<file path="config.mk">
export PLATFORM = sky130hd
export DESIGN_NAME = sync_input_processor
export DESIGN_NICKNAME = d
export VERILOG_FILES = /design/src/shared/sync_proc_pkg.sv /design/src/core/activity_detect.sv /design/src/core/sync_input_processor.sv
export SDC_FILE = /design/constraint.sdc
export NUM_CORES = 1
export LEC_CHECK = 0
export BUFFER_PORTS_ARGS = -buffer_cell sky130_fd_sc_hd__buf_2
export CAP_MARGIN = 10
export CORE_ASPECT_RATIO = 0.6
export CORE_MARGIN = 10
export CORE_UTILIZATION = 40
export DETAILED_ROUTE_END_ITERATION = 12
export SLEW_MARGIN = 20
export SYNTH_ARGS = -nofsm -noshare
export SYNTH_HDL_FRONTEND = slang
export SYNTH_SLANG_ARGS = --single-unit
</file>
<file path="constraint.sdc">
create_clock -name clock_in -period 2.47 [get_ports clock_in]
set_input_delay 0 -clock clock_in [delete_from_list [all_inputs] [get_ports clock_in]]
set_output_delay 0 -clock clock_in [all_outputs]
set_load 0.005 [all_outputs]
</file>
<file path="src/shared/sync_proc_pkg.sv">
// sync_proc_pkg: register map, field layout, reset values and timing constants
// assumes a plain register port with 8-bit data and 8-bit subaddress
package sync_proc_pkg;
  localparam int unsigned ADDR_W = 8;
  localparam int unsigned DATA_W = 8;
  // register subaddresses
  localparam logic [7:0] SLICE_REG_ADDR = 8'h10;
  localparam logic [7:0] STATUS_REG_ADDR = 8'h14;
  localparam logic [7:0] SYNC_SEL_REG_ADDR = 8'h0E;
  localparam logic [7:0] FILTER_REG_ADDR = 8'h1A;
  localparam logic [7:0] IRQ_STAT_ADDR = 8'h30;
  localparam logic [7:0] IRQ_MASK_ADDR = 8'h31;
  // slice threshold field
  localparam int unsigned SLICE_W = 5;
  localparam logic [4:0] SLICE_RESET = 5'h0B;
  // sync select register fields
  localparam int unsigned SEL_HOVR_BIT = 0;
  localparam int unsigned SEL_VOVR_BIT = 1;
  localparam int unsigned SEL_HSRC_BIT = 2;
  localparam int unsigned SEL_VSRC_BIT = 3;
  localparam int unsigned SEL_CSMODE_BIT = 4;
  localparam int unsigned SEL_SOG_LO = 5;
  localparam int unsigned SEL_SOG_HI = 6;
  localparam logic [7:0] SEL_RESET = 8'h00;
  // filter register: cutoff code
  localparam int unsigned FILT_LO = 0;
  localparam int unsigned FILT_HI = 1;
  typedef enum logic [1:0] {
    FILT_BYPASS = 2'b00,
    FILT_2M5 = 2'b01,
    FILT_10M = 2'b10,
    FILT_33M = 2'b11
  } filt_sel_t;
  // status register bits
  localparam int unsigned ST_VACT_BIT = 0;
  localparam int unsigned ST_HACT_BIT = 1;
  localparam int unsigned ST_SOGACT_BIT = 2;
  // interrupt bits: one per activity flag change
  localparam int unsigned IRQ_W = 3;
  localparam logic [2:0] IRQ_RESET = 3'h0;
  localparam logic [7:0] ZERO_BYTE = 8'h00;
  // source chosen for the horizontal pll
  typedef enum logic [1:0] {
    SRC_HSYNC = 2'b00,
    SRC_CSYNC_H = 2'b01,
    SRC_SOG = 2'b10
  } src_sel_t;
  // activity window: a 40 Hz field is 25 ms; window covers two slow fields
  localparam int unsigned CLK_MHZ = 250;
  localparam int unsigned ACT_WINDOW_MS = 50;
  localparam int unsigned ACT_WINDOW_CYC = ACT_WINDOW_MS * 1000 * CLK_MHZ;
  localparam int unsigned ACT_CNT_W = 24;
  // separator: a high pulse longer than this many cycles marks vertical sync
  localparam int unsigned VSEP_PULSE_NS = 8000;
  localparam int unsigned VSEP_CYC = VSEP_PULSE_NS * CLK_MHZ / 1000;
  localparam int unsigned SEP_CNT_W = 16;
endpackage : sync_proc_pkg

</file>
<file path="src/core/activity_detect.sv">
// activity_detect: flags a sync line active while edges keep arriving
// assumes the sync input is synchronous to clock_in
`timescale 1ns/1ps
`default_nettype none
module activity_detect #(
  parameter int unsigned WINDOW = sync_proc_pkg::ACT_WINDOW_CYC
) (
  // clock and reset
  input wire logic clock_in,
  input wire logic nrst_in,
  // sync line and activity flag
  input wire logic sync_in,
  output logic active_out
);
  logic last_ff;
  logic nxt_last;
  logic active_ff;
  logic nxt_active;
  logic [sync_proc_pkg::ACT_CNT_W-1:0] cnt_ff;
  logic [sync_proc_pkg::ACT_CNT_W-1:0] nxt_cnt;
  localparam logic [sync_proc_pkg::ACT_CNT_W-1:0] WIN_LAST = sync_proc_pkg::ACT_CNT_W'(WINDOW - 1);
  logic edge_seen;

  always_comb begin
    edge_seen = sync_in ^ last_ff;
    nxt_last = sync_in;
    nxt_cnt = cnt_ff;
    nxt_active = active_ff;
    if (edge_seen) begin
      nxt_cnt = '0;
      nxt_active = 1'b1;
    end else if (cnt_ff == WIN_LAST) begin
      nxt_active = 1'b0;
    end else begin
      nxt_cnt = cnt_ff + 1'b1;
    end
  end

  always_ff @(posedge clock_in or negedge nrst_in) begin
    if (!nrst_in) begin
      last_ff <= 1'b0;
      cnt_ff <= '0;
      active_ff <= 1'b0;
    end else begin
      last_ff <= nxt_last;
      cnt_ff <= nxt_cnt;
      active_ff <= nxt_active;
    end
  end

  assign active_out = active_ff;
endmodule : activity_detect
`default_nettype wire

</file>
<file path="src/core/sync_input_processor.sv">
// sync_input_processor: sync activity, source selection, separation, slicer settings
// assumes inputs synchronous to clock_in; comparator result arrives as sog_cmp_in
`timescale 1ns/1ps
`default_nettype none
// Operation
// - two hsync and three sync-on-green inputs; pll source chosen from activity
// - slicer threshold programmable at subaddress 10h
// - five-bit threshold code, reset 11; level is 350 mV times code over 31
// - sliced composite sync drives a dedicated output pin
// - low-pass cutoff 2.5, 10 or 33 MHz; bypassed after reset
// - vertical and horizontal sync separated from sliced sync-on-green
// - separator handles field rates of 40 Hz or more only
// - hsync and vsync activity flags read from status at 14h
// - auto with both inputs active uses separate hsync and vsync
// - auto with only hsync active treats it as composite sync
// - composite sync is v xor h by default, or v or h
// - auto with neither input active selects sync-on-green
module sync_input_processor (
  // clock and reset
  input wire logic clock_in,
  input wire logic nrst_in,
  // register port
  input wire logic [7:0] reg_addr_in,
  input wire logic [7:0] reg_wdata_in,
  input wire logic reg_wr_in,
  input wire logic reg_rd_in,
  output logic [7:0] reg_rdata_out,
  // sync pins
  input wire logic [1:0] hsync_in,
  input wire logic vsync_in,
  input wire logic [2:0] sog_cmp_in,
  // slicer and filter controls to the analog front end
  output logic [4:0] slice_threshold_code_out,
  output logic [1:0] sog_filter_out,
  // sync outputs
  output logic sliced_sync_output_out,
  output logic pll_hsync_out,
  output logic active_vsync_out,
  // interrupt
  output logic irq_out
);
  logic [4:0] slice_ff, nxt_slice;
  logic [7:0] sel_ff, nxt_sel;
  logic [1:0] filt_ff, nxt_filt;
  logic [2:0] irq_stat_ff, nxt_irq_stat;
  logic [2:0] irq_mask_ff, nxt_irq_mask;
  logic [7:0] rdata_ff, nxt_rdata;
  logic irq_ff, nxt_irq;
  logic [2:0] act_prev_ff, nxt_act_prev;
  logic sliced_ff, nxt_sliced;
  logic hs_ff, nxt_hs;
  logic vs_ff, nxt_vs;
  logic csync_last_ff, nxt_csync_last;
  logic [sync_proc_pkg::SEP_CNT_W-1:0] low_cnt_ff, nxt_low_cnt;
  logic sep_v_ff, nxt_sep_v;
  sync_proc_pkg::src_sel_t src_ff, nxt_src;

  logic [1:0] h_act;
  logic v_act;
  logic [2:0] sog_act;
  logic [2:0] act_now;
  logic h_sel_act;
  logic sog_sel;
  logic h_pin;
  logic csync;
  localparam logic [sync_proc_pkg::SEP_CNT_W-1:0] VSEP_LIMIT =
    sync_proc_pkg::SEP_CNT_W'(sync_proc_pkg::VSEP_CYC);

  // activity detectors for both hsync pins, vsync and each sog input
  genvar gi;
  generate
    for (gi = 0; gi < 2; gi++) begin : g_hact
      activity_detect u_hact (.clock_in(clock_in), .nrst_in(nrst_in), .sync_in(hsync_in[gi]),
        .active_out(h_act[gi]));
    end
    for (gi = 0; gi < 3; gi++) begin : g_sact
      activity_detect u_sact (.clock_in(clock_in), .nrst_in(nrst_in), .sync_in(sog_cmp_in[gi]),
        .active_out(sog_act[gi]));
    end
  endgenerate
  activity_detect u_vact (.clock_in(clock_in), .nrst_in(nrst_in), .sync_in(vsync_in),
    .active_out(v_act));

  // picks one of three sog lines by a two-bit code
  function automatic logic pick_sog(input logic [2:0] lines, input logic [1:0] code);
    logic r;
    r = lines[0];
    if (code == 2'd1) begin
      r = lines[1];
    end else if (code == 2'd2) begin
      r = lines[2];
    end
    return r;
  endfunction : pick_sog

  always_comb begin
    sog_sel = pick_sog(sog_cmp_in, sel_ff[sync_proc_pkg::SEL_SOG_HI:sync_proc_pkg::SEL_SOG_LO]);
    // the active hsync pin is the first one showing activity
    h_pin = h_act[0] ? hsync_in[0] : hsync_in[1];
    h_sel_act = |h_act;
    act_now = {pick_sog(sog_act, sel_ff[sync_proc_pkg::SEL_SOG_HI:sync_proc_pkg::SEL_SOG_LO]), h_sel_act, v_act};
  end

  // source selection, re-evaluated every cycle from the activity flags
  always_comb begin
    nxt_src = src_ff;
    if (h_sel_act && v_act) begin
      nxt_src = sync_proc_pkg::SRC_HSYNC;
    end else if (h_sel_act) begin
      nxt_src = sync_proc_pkg::SRC_CSYNC_H;
    end else begin
      nxt_src = sync_proc_pkg::SRC_SOG;
    end
    // vsync-only is treated like no activity for hsync; it falls to sog since hsync is silent
  end

  // composite sync source and separator
  always_comb begin
    case (src_ff)
      sync_proc_pkg::SRC_HSYNC: csync = h_pin;
      sync_proc_pkg::SRC_CSYNC_H: csync = h_pin;
      sync_proc_pkg::SRC_SOG: csync = sog_sel;
      default: csync = sog_sel;
    endcase
    if (sel_ff[sync_proc_pkg::SEL_HOVR_BIT] && sel_ff[sync_proc_pkg::SEL_HSRC_BIT]) begin
      csync = sog_sel;
    end
    nxt_csync_last = csync;
    nxt_sliced = sog_sel;
    nxt_low_cnt = low_cnt_ff;
    nxt_sep_v = sep_v_ff;
    // broad pulses mark vertical sync; at fields below 40 Hz serration can be missed
    if (csync) begin
      if (low_cnt_ff != VSEP_LIMIT) begin
        nxt_low_cnt = low_cnt_ff + 1'b1;
      end else begin
        nxt_sep_v = 1'b1;
      end
    end else begin
      nxt_low_cnt = '0;
      if (!csync_last_ff) begin
        nxt_sep_v = sep_v_ff;
      end else if (low_cnt_ff != VSEP_LIMIT) begin
        nxt_sep_v = 1'b0;
      end
    end
    // xor coding inverts h during v; or coding forces h low while v is separated
    if (sel_ff[sync_proc_pkg::SEL_CSMODE_BIT]) begin
      nxt_hs = csync & ~sep_v_ff;
    end else begin
      nxt_hs = csync ^ sep_v_ff;
    end
    if (src_ff == sync_proc_pkg::SRC_HSYNC && !sel_ff[sync_proc_pkg::SEL_HOVR_BIT]) begin
      nxt_hs = h_pin;
    end
    nxt_vs = sep_v_ff;
    if (sel_ff[sync_proc_pkg::SEL_VOVR_BIT]) begin
      nxt_vs = sel_ff[sync_proc_pkg::SEL_VSRC_BIT] ? sep_v_ff : vsync_in;
    end else if (src_ff == sync_proc_pkg::SRC_HSYNC) begin
      nxt_vs = vsync_in;
    end
  end

  // register port and interrupt status
  always_comb begin
    nxt_slice = slice_ff;
    nxt_sel = sel_ff;
    nxt_filt = filt_ff;
    nxt_irq_mask = irq_mask_ff;
    nxt_act_prev = act_now;
    nxt_rdata = sync_proc_pkg::ZERO_BYTE;
    nxt_irq_stat = irq_stat_ff;
    if (reg_wr_in) begin
      case (reg_addr_in)
        sync_proc_pkg::SLICE_REG_ADDR: nxt_slice = reg_wdata_in[4:0];
        sync_proc_pkg::SYNC_SEL_REG_ADDR: nxt_sel = reg_wdata_in;
        sync_proc_pkg::FILTER_REG_ADDR: nxt_filt = reg_wdata_in[sync_proc_pkg::FILT_HI:sync_proc_pkg::FILT_LO];
        sync_proc_pkg::IRQ_MASK_ADDR: nxt_irq_mask = reg_wdata_in[2:0];
        default: nxt_slice = slice_ff;
      endcase
    end
    if (reg_rd_in) begin
      case (reg_addr_in)
        sync_proc_pkg::SLICE_REG_ADDR: nxt_rdata = {3'h0, slice_ff};
        sync_proc_pkg::SYNC_SEL_REG_ADDR: nxt_rdata = sel_ff;
        sync_proc_pkg::FILTER_REG_ADDR: nxt_rdata = {6'h00, filt_ff};
        sync_proc_pkg::STATUS_REG_ADDR: nxt_rdata = {5'h00, act_prev_ff};
        sync_proc_pkg::IRQ_STAT_ADDR: begin
          nxt_rdata = {5'h00, irq_stat_ff};
          nxt_irq_stat = sync_proc_pkg::IRQ_RESET;
        end
        sync_proc_pkg::IRQ_MASK_ADDR: nxt_rdata = {5'h00, irq_mask_ff};
        default: nxt_rdata = sync_proc_pkg::ZERO_BYTE;
      endcase
    end
    // set wins over the read clear
    nxt_irq_stat = nxt_irq_stat | (act_now ^ act_prev_ff);
    nxt_irq = |(nxt_irq_stat & irq_mask_ff);
  end

  always_ff @(posedge clock_in or negedge nrst_in) begin
    if (!nrst_in) begin
      slice_ff <= sync_proc_pkg::SLICE_RESET;
      sel_ff <= sync_proc_pkg::SEL_RESET;
      filt_ff <= sync_proc_pkg::FILT_BYPASS;
      irq_stat_ff <= sync_proc_pkg::IRQ_RESET;
      irq_mask_ff <= sync_proc_pkg::IRQ_RESET;
      rdata_ff <= sync_proc_pkg::ZERO_BYTE;
      irq_ff <= 1'b0;
      act_prev_ff <= sync_proc_pkg::IRQ_RESET;
      sliced_ff <= 1'b0;
      hs_ff <= 1'b0;
      vs_ff <= 1'b0;
      csync_last_ff <= 1'b0;
      low_cnt_ff <= '0;
      sep_v_ff <= 1'b0;
      src_ff <= sync_proc_pkg::SRC_SOG;
    end else begin
      slice_ff <= nxt_slice;
      sel_ff <= nxt_sel;
      filt_ff <= nxt_filt;
      irq_stat_ff <= nxt_irq_stat;
      irq_mask_ff <= nxt_irq_mask;
      rdata_ff <= nxt_rdata;
      irq_ff <= nxt_irq;
      act_prev_ff <= nxt_act_prev;
      sliced_ff <= nxt_sliced;
      hs_ff <= nxt_hs;
      vs_ff <= nxt_vs;
      csync_last_ff <= nxt_csync_last;
      low_cnt_ff <= nxt_low_cnt;
      sep_v_ff <= nxt_sep_v;
      src_ff <= nxt_src;
    end
  end

  assign reg_rdata_out = rdata_ff;
  assign slice_threshold_code_out = slice_ff;
  assign sog_filter_out = filt_ff;
  assign sliced_sync_output_out = sliced_ff;
  assign pll_hsync_out = hs_ff;
  assign active_vsync_out = vs_ff;
  assign irq_out = irq_ff;
endmodule : sync_input_processor
`default_nettype wire

</file>
==> qor.json, run 1 <==
{
  "outcome": {
    "run_status": "finished, final reports clean"
  },
  "yosys": {
    "syn_inst": 1023,
    "ys.flop_type": "dfrtp_1",
    "synth_sequential_area_ratio": 0.518,
    "synth_enable_flop_cells": 0,
    "synth.net_count": 1059,
    "yosys.area.top_type_share": 0.508,
    "yosys-top-cells-area": "dfrtp_1 (51%), xor2_1 (6.9%), nor2_1 (6.0%)",
    "syn_avg_cell_area_um2": 10.0,
    "async_flop_share": 1.00,
    "synth-seq-cells": 212,
    "ys_warn_count": 0,
    "ys_types": 60,
    "synth_largest_area_cell": "dfrtp_1",
    "syn-cell-area_mm2": 0.0103
  },
  "power_and_ir_drop": {
    "maximum_resistive_drop_on_vdd_v": 0.000392,
    "power.density_mw_per_mm2": 618,
    "p_total_uw": 7400,
    "leakage_uw": 0.00518
  },
  "sta": {
    "post-route-min-period_ps": 2240,
    "report.final.setup_viol": 0,
    "max-slew-margin-rel": 0.497,
    "worst_margin_slew_ps": 751,
    "timing.final.crit_share": 0.908,
    "accumulated_negative_setup_slack_ps": 0,
    "post-route-worst-setup-slack_ps": 226,
    "rsz0062_at_grt": "false",
    "finalHoldViolCount": 0,
    "hold-worst-slack_ps": 42.3,
    "fin_worst_skew_ps": 11.2,
    "max_freq_mhz": 446,
    "maxSlewViolCount": 0
  },
  "global_route": {
    "grt_overflow": 0,
    "pin_count_of_the_biggest_net_entering_global_routing": 91,
    "initial_antenna_violation_count": 0,
    "gr-usage-all-layers": 0.139,
    "first_global_vias": 7305,
    "grt_pass1_wl_um": 37700
  },
  "placement": {
    "place_ws_ps": 117,
    "globalplace.congestion": 0.827,
    "io_buffers": 44,
    "dpl.hpwl_um": 15000,
    "placement.cell_area_mm2": 0.0110
  },
  "detailed_routing": {
    "detail_route.drc_violations": 0,
    "totalWireLength_um": 21900,
    "firstDrtPassIters": 5,
    "wl_per_cell_um": 15.1,
    "routed_via_density": 5.10,
    "route.antenna.remaining_nets": 0,
    "drtIter0Drc": 607,
    "route.vias.total": 7414
  },
  "flow_run": {
    "cap_violations": 0
  },
  "layout": {
    "layout.cell_area.non_filler_mm2": 0.0120,
    "synth_to_final_area_change_pct": 16.8,
    "antenna_cells_inserted": 0,
    "drive_gt1_frac": 0.137,
    "fin_nets": 1146,
    "filler_cell_count": 2317
  },
  "clock_tree": {
    "clock_latency_ps": 510,
    "cts_tree": "done",
    "clock-sinks": 212,
    "postCtsSetupRepairBufs": 0,
    "max-clock-path-buffers": 3,
    "clk_pin_slew_ps": 60,
    "clk_root_buffer_cell": "clkbuf_16",
    "htreeDepth": 1,
    "cts_buf_count": 22
  },
  "floorplan": {
    "die-height_um": 144,
    "floorplan.die_area_mm2": 0.0326,
    "die_width_um": 227,
    "start_util": 0.406,
    "area_of_the_placeable_core_mm2": 0.0253,
    "rows": 45,
    "io_pins": 45
  },
  "critical_path": {
    "critical_path.startpoint_type": "flip-flop",
    "end_kind": "flip-flop",
    "critPathMaxFanout": 7,
    "critPathArrivalTime_ps": 2610,
    "timing.critical_path.slowest_stage_cell": "dfrtp_2",
    "crit_path_cell_chain": "nor3b_2 > a211oi_2 > o21a_1 > ha_1 > and4b_1 > and4_2 > nand4_1 > xor2_1 > nor2_1",
    "crit_type": "reg2reg",
    "critPathMaxStageDelay_ps": 450,
    "worstPathRequired_ps": 2830
  },
  "hold_path": {
    "min_path_type": "in2reg"
  }
}
registers in the layout (all words and copies together), names as in the netlist, 3 cells and up:
register and count:
g_sact.u_sact.cnt_ff 72, act_prev_ff 3, u_vact.cnt_ff 24, irq_mask_ff 3
g_sact.u_sact.last_ff 3, sel_ff 8, irq_stat_ff 3, g_hact.u_hact.cnt_ff 48
reg_rdata_out 8, g_sact.u_sact.active_out 3, low_cnt_ff 16, slice_threshold_code_out 5
cells in the final DEF, fill, tap and decap left out, types with 5 or more instances in the layout:
cell             n
xnor2_1         44
buf_4           20
o21ai_0         29
nor4b_1          6
a21oi_1         26
a22oi_1          5
nand4_1         39
dlygate4sd3_1   26
clkbuf_16       23
mux2_2          20
nor2_1         164
mux2i_1         13
and3_1          25
inv_1           27
or4_1            5
buf_2           43
a21o_1           8
or3_1           19
and2_1           7
nand2_1         75
nor3_1          24
nor4_1          12
and4_1          14
a211oi_1         5
xor2_1          78
dfrtp_1        206
ha_1            10
clkinv_2         7
nand3_1         62
synthesized netlist by cell type, types with 24 or more instances:
cell     instances
xor2_1          81
a21oi_1         26
nand4_1         39
nand3_1         62
xnor2_1         45
nor3_1          24
nor2_1         164
inv_1           27
and3_1          25
o21ai_0         29
dfrtp_1        208
nand2_1         75
layer usage:
layer / vias to the layer above / global-route usage / routed length [um]
met5: - / 0 / 0
met4: 0 / 0.0299 / 323
li1: 3740 / - / -
met2: 122 / 0.191 / 8780
met1: 3524 / 0.216 / 11900
met3: 28 / 0.0283 / 937
kinds of logic after synthesis:
group                      count (synthesis)  share of synthesized area
adders and majority gates                 10                     0.0122
buffers and inverters                     56                     0.0222
xor gates and xnor gates                 126                      0.108
DFF                                      212                      0.518
AOI/OAI and AO/OA                         96                     0.0576
and+or+nand+nor                          490                      0.248
muxes                                     33                     0.0347
power breakdown:
| part | internal [uW] | total (uW) | switching [uW] |
|---|---|---|---|
| combinational | 181 | 472 | 291 |
| clock | 1870 | 3280 | 1410 |
| sequential | 3560 | 3650 | 88.8 |
| total | 5610 | 7400 | 1780 |
through the flow:
stage	util	std cells
floorplan	-	1023
global placement	0.434	1389
CTS	0.473	1454
detailed placement	0.434	1389
global route	0.474	1454
finish	0.474	1454
path summary, 6_finish.rpt:
path	from	end	slack [ps]	depth (start not counted)
setup / recovery	sel_ff[6]	low_cnt_ff[15]	230	9
hold / removal	reg_addr_in[1]	irq_stat_ff[2]	40	5
setup reg to reg	sel_ff[6]	low_cnt_ff[15]	230	9
hold reg to reg	u_vact.active_out	act_prev_ff[0]	460	0
max in group asynchronous	nrst_in	g_sact[0].u_sact.active_out	1580	3
min in group asynchronous	nrst_in	g_sact[1].u_sact.cnt_ff[12]	110	2
cell type report:
cell class / count / area, um^2 / share of cell area
flip-flops and latches: 212 / 5310 / 0.444
multi-input cells: 755 / 4760 / 0.398
repair buffers: 92 / 681 / 0.0568
clock buffers: 27 / 611 / 0.0510
well taps: 329 / 412 / 0.0344
inverters: 27 / 101 / 0.00846
clock inverters: 12 / 97.6 / 0.00815
critical path, delay by kind of cell (launching register included):
family / cells / cell delay (ps)
XOR/XNOR: 1 / 160
AND/OR/NAND/NOR: 5 / 1010
AO/OA/AOI/OAI: 2 / 280
flip-flops: 1 / 450
adder cells (fa/ha/maj): 1 / 210
what timing repair did:
item	4_1_cts	5_1_grt
resized for setup	0	7
setup endpoints to repair	0	9
endpoints found under the hold margin	136	0
hold buffers	26	0
Power figures use the tool's default switching activity.
==> inputs of run 2 (changes only) <==
--- a/config.mk
+++ b/config.mk
@@ -5,12 +5,16 @@
 export SDC_FILE = /design/constraint.sdc
 export NUM_CORES = 1
 export LEC_CHECK = 0
-export BUFFER_PORTS_ARGS = -buffer_cell sky130_fd_sc_hd__buf_2
+export BUFFER_PORTS_ARGS = -buffer_cell sky130_fd_sc_hd__buf_4
 export CAP_MARGIN = 10
+export CELL_PAD_IN_SITES_DETAIL_PLACEMENT = 0
+export CELL_PAD_IN_SITES_GLOBAL_PLACEMENT = 1
 export CORE_ASPECT_RATIO = 0.6
 export CORE_MARGIN = 10
 export CORE_UTILIZATION = 40
 export DETAILED_ROUTE_END_ITERATION = 12
+export PLACE_DENSITY_LB_ADDON = 0.1
+export RECOVER_POWER = 25
 export SLEW_MARGIN = 20
 export SYNTH_ARGS = -nofsm -noshare
 export SYNTH_HDL_FRONTEND = slang
==> run 2 against run 1 <==
Compared with the run above: routed wire length is 2.5% higher; clock skew grew 3.9 ps; critical path type unchanged; global-route usage rose by 0.19 points; the run now ends with max-capacitance violations, max-slew violations left; combinational power up 4.7%; power rose by 3.4%; fmax decreased by 3.2%; via count rose by 0.31%; sequential share of layout area down 0.71 points; critical path depth rose by 1.
==> qor.json, run 2 (synthesis gave the netlist of run 1 again) <==
{
  "floorplan": {
    "floorplan.die_area_mm2": 0.0326,
    "io_pins": 45,
    "die-height_um": 144,
    "start_util": 0.406,
    "rows": 45,
    "die_width_um": 227,
    "area_of_the_placeable_core_mm2": 0.0253
  },
  "critical_path": {
    "critPathMaxFanout": 6,
    "worstSetupStartpoint": "sel_ff[5]",
    "cp_num_buf_inv": 1,
    "regToRegEndpoint": "low_cnt_ff[11]",
    "timing.critical_path.max_delay_family": "simple AND/OR/NAND/NOR gates",
    "critical_path.startpoint_type": "flip-flop",
    "timing.critical_path.slowest_stage_cell": "dfrtp_2",
    "r2r.worst_path.cells": 10,
    "r2r-start": "sel_ff[5]",
    "critPathMaxStageDelay_ps": 450,
    "setup.reg_to_reg.worst_slack_ps": 150,
    "end_kind": "flip-flop",
    "worstPathRequired_ps": 2880,
    "critPathArrivalTime_ps": 2730,
    "crit_type": "reg2reg",
    "crit_path_cell_chain": "nor3b_2 > a211oi_2 > buf_4 > o21a_1 > ha_2 > and4b_1 > and4_2 > nand3_1 > xor2_1 > nor2_1"
  },
  "layout": {
    "biggestRegsByFlops": "g_sact.u_sact.cnt_ff (72), g_hact.u_hact.cnt_ff (48), u_vact.cnt_ff (24)",
    "flip_flop_count_of_the_largest_register_after_layout": 72,
    "multi_input_logic_area_mm2": 0.00478,
    "antenna_cells_inserted": 0,
    "most-common-layout-cells": "dfrtp_1 (206), nor2_1 (164), xor2_1 (76)",
    "synth_to_final_area_change_pct": 18.7,
    "layout_commonest_cell": "dfrtp_1",
    "drive_gt1_frac": 0.140,
    "top_register": "g_sact.u_sact.cnt_ff",
    "filler_cell_count": 2379,
    "area.sequential_mm2": 0.00531,
    "layout.core_utilization": 0.481,
    "fin_nets": 1150
  },
  "detailed_routing": {
    "drtIter0Drc": 471,
    "route.vias.total": 7437,
    "routed_via_density": 5.10,
    "detail_route.drc_violations": 0,
    "firstDrtPassIters": 5,
    "route.antenna.remaining_nets": 0,
    "wl_per_cell_um": 15.4,
    "totalWireLength_um": 22500
  },
  "global_route": {
    "gr-usage-all-layers": 0.141,
    "grt_overflow": 0,
    "grt_pass1_wl_um": 38100,
    "first_global_vias": 7182,
    "initial_antenna_violation_count": 0,
    "pin_count_of_the_biggest_net_entering_global_routing": 74
  },
  "clock_tree": {
    "htreeDepth": 1,
    "max-clock-path-buffers": 3,
    "clk_pin_slew_ps": 60,
    "clk_root_buffer_cell": "clkbuf_16",
    "clock_latency_ps": 520,
    "clock-sinks": 212,
    "cts_tree": "done",
    "cts_buf_count": 22
  },
  "placement": {
    "io_buffers": 44,
    "globalplace.congestion": 0.766,
    "dpl.hpwl_um": 15300
  },
  "sta": {
    "max_freq_mhz": 431,
    "finalHoldViolCount": 0,
    "maxSlewViolCount": 72,
    "report.final.setup_viol": 0,
    "worst_margin_slew_ps": 1980,
    "post-route-min-period_ps": 2320,
    "fin_worst_skew_ps": 15.1,
    "hold-worst-slack_ps": 191,
    "timing.final.crit_share": 0.939,
    "max-slew-margin-rel": -0.318
  },
  "flow_run": {
    "cap_violations": 1
  },
  "hold_path": {
    "min_path_type": "in2reg",
    "hold_path_end": "g_sact[1].u_sact.last_ff",
    "min_delay_path_depth": 2,
    "hold_path_start": "sog_cmp_in[1]"
  },
  "outcome": {
    "run_status": "finished with violations",
    "violations_in_the_final_reports": "max-capacitance violations, max-slew violations"
  },
  "power_and_ir_drop": {
    "leakage_uw": 0.00522,
    "power.density_mw_per_mm2": 628,
    "maximum_resistive_drop_on_vdd_v": 0.000412
  }
}
[run 2: metrics by stage]
stage / worst slack [ps] / total power, uW / cell area (um^2) / std cells / TNS (ps)
finish: 151 / 7650 / 12200 / 1458 / 0
global route: -12.8 / 8010 / 12200 / 1458 / -18.8
CTS: 16.1 / 7790 / 12200 / 1457 / 0
detailed placement: 45.3 / 4180 / 11100 / 1392 / 0
global placement: 96.1 / 4180 / 11100 / 1392 / 0
floorplan: 186 / 3920 / 10300 / 1023 / 0
[run 2: worst register-to-register path: stages, from the launching register on]
cell and delay, ps:
dfrtp_2 450, nor3b_2 180, a211oi_2 250, buf_4 170
o21a_1 150, ha_2 200, and4b_1 220, and4_2 280
nand3_1 100, xor2_1 160, nor2_1 50
[run 2: cell type report]
class / instances / area share
clock buffer: 31 / 0.0546
multi-input combinational: 755 / 0.393
clock inverter: 8 / 0.00884
tap: 329 / 0.0338
inverter: 27 / 0.00833
timing repair buffer: 96 / 0.0649
sequential: 212 / 0.437
[run 2: worst max-delay path by stage]
stage / slack (ps) / depth (start not counted) / endpoint
2_1_floorplan: 190 / 11 / low_cnt_ff[12]
3_3_place_gp: 100 / 10 / low_cnt_ff[12]
3_5_place_dp: 50 / 10 / low_cnt_ff[8]
4_1_cts: 20 / 10 / low_cnt_ff[8]
5_1_grt: -10 / 10 / low_cnt_ff[11]
6_report: 150 / 10 / low_cnt_ff[11]
[run 2: report_power, final]
part / switching [uW] / total, uW / internal (uW)
logic: 294 / 494 / 200
registers: 90.7 / 3650 / 3560
clock network: 1410 / 3500 / 2090
[run 2: what timing repair did]
| action | 4_1_cts | 5_1_grt |
|---|---|---|
| setup buffers | 0 | 1 |
| endpoints found under the hold margin | 225 | 0 |
| hold buffers | 26 | 0 |
| setup endpoints to repair | 0 | 10 |
| gates resized for setup | 0 | 10 |
[run 2: per-layer routing]
layer	GRT usage	wire length (um)
met5	0	0
met4	0.0271	320
met3	0.0301	755
met2	0.186	8860
met1	0.226	12600
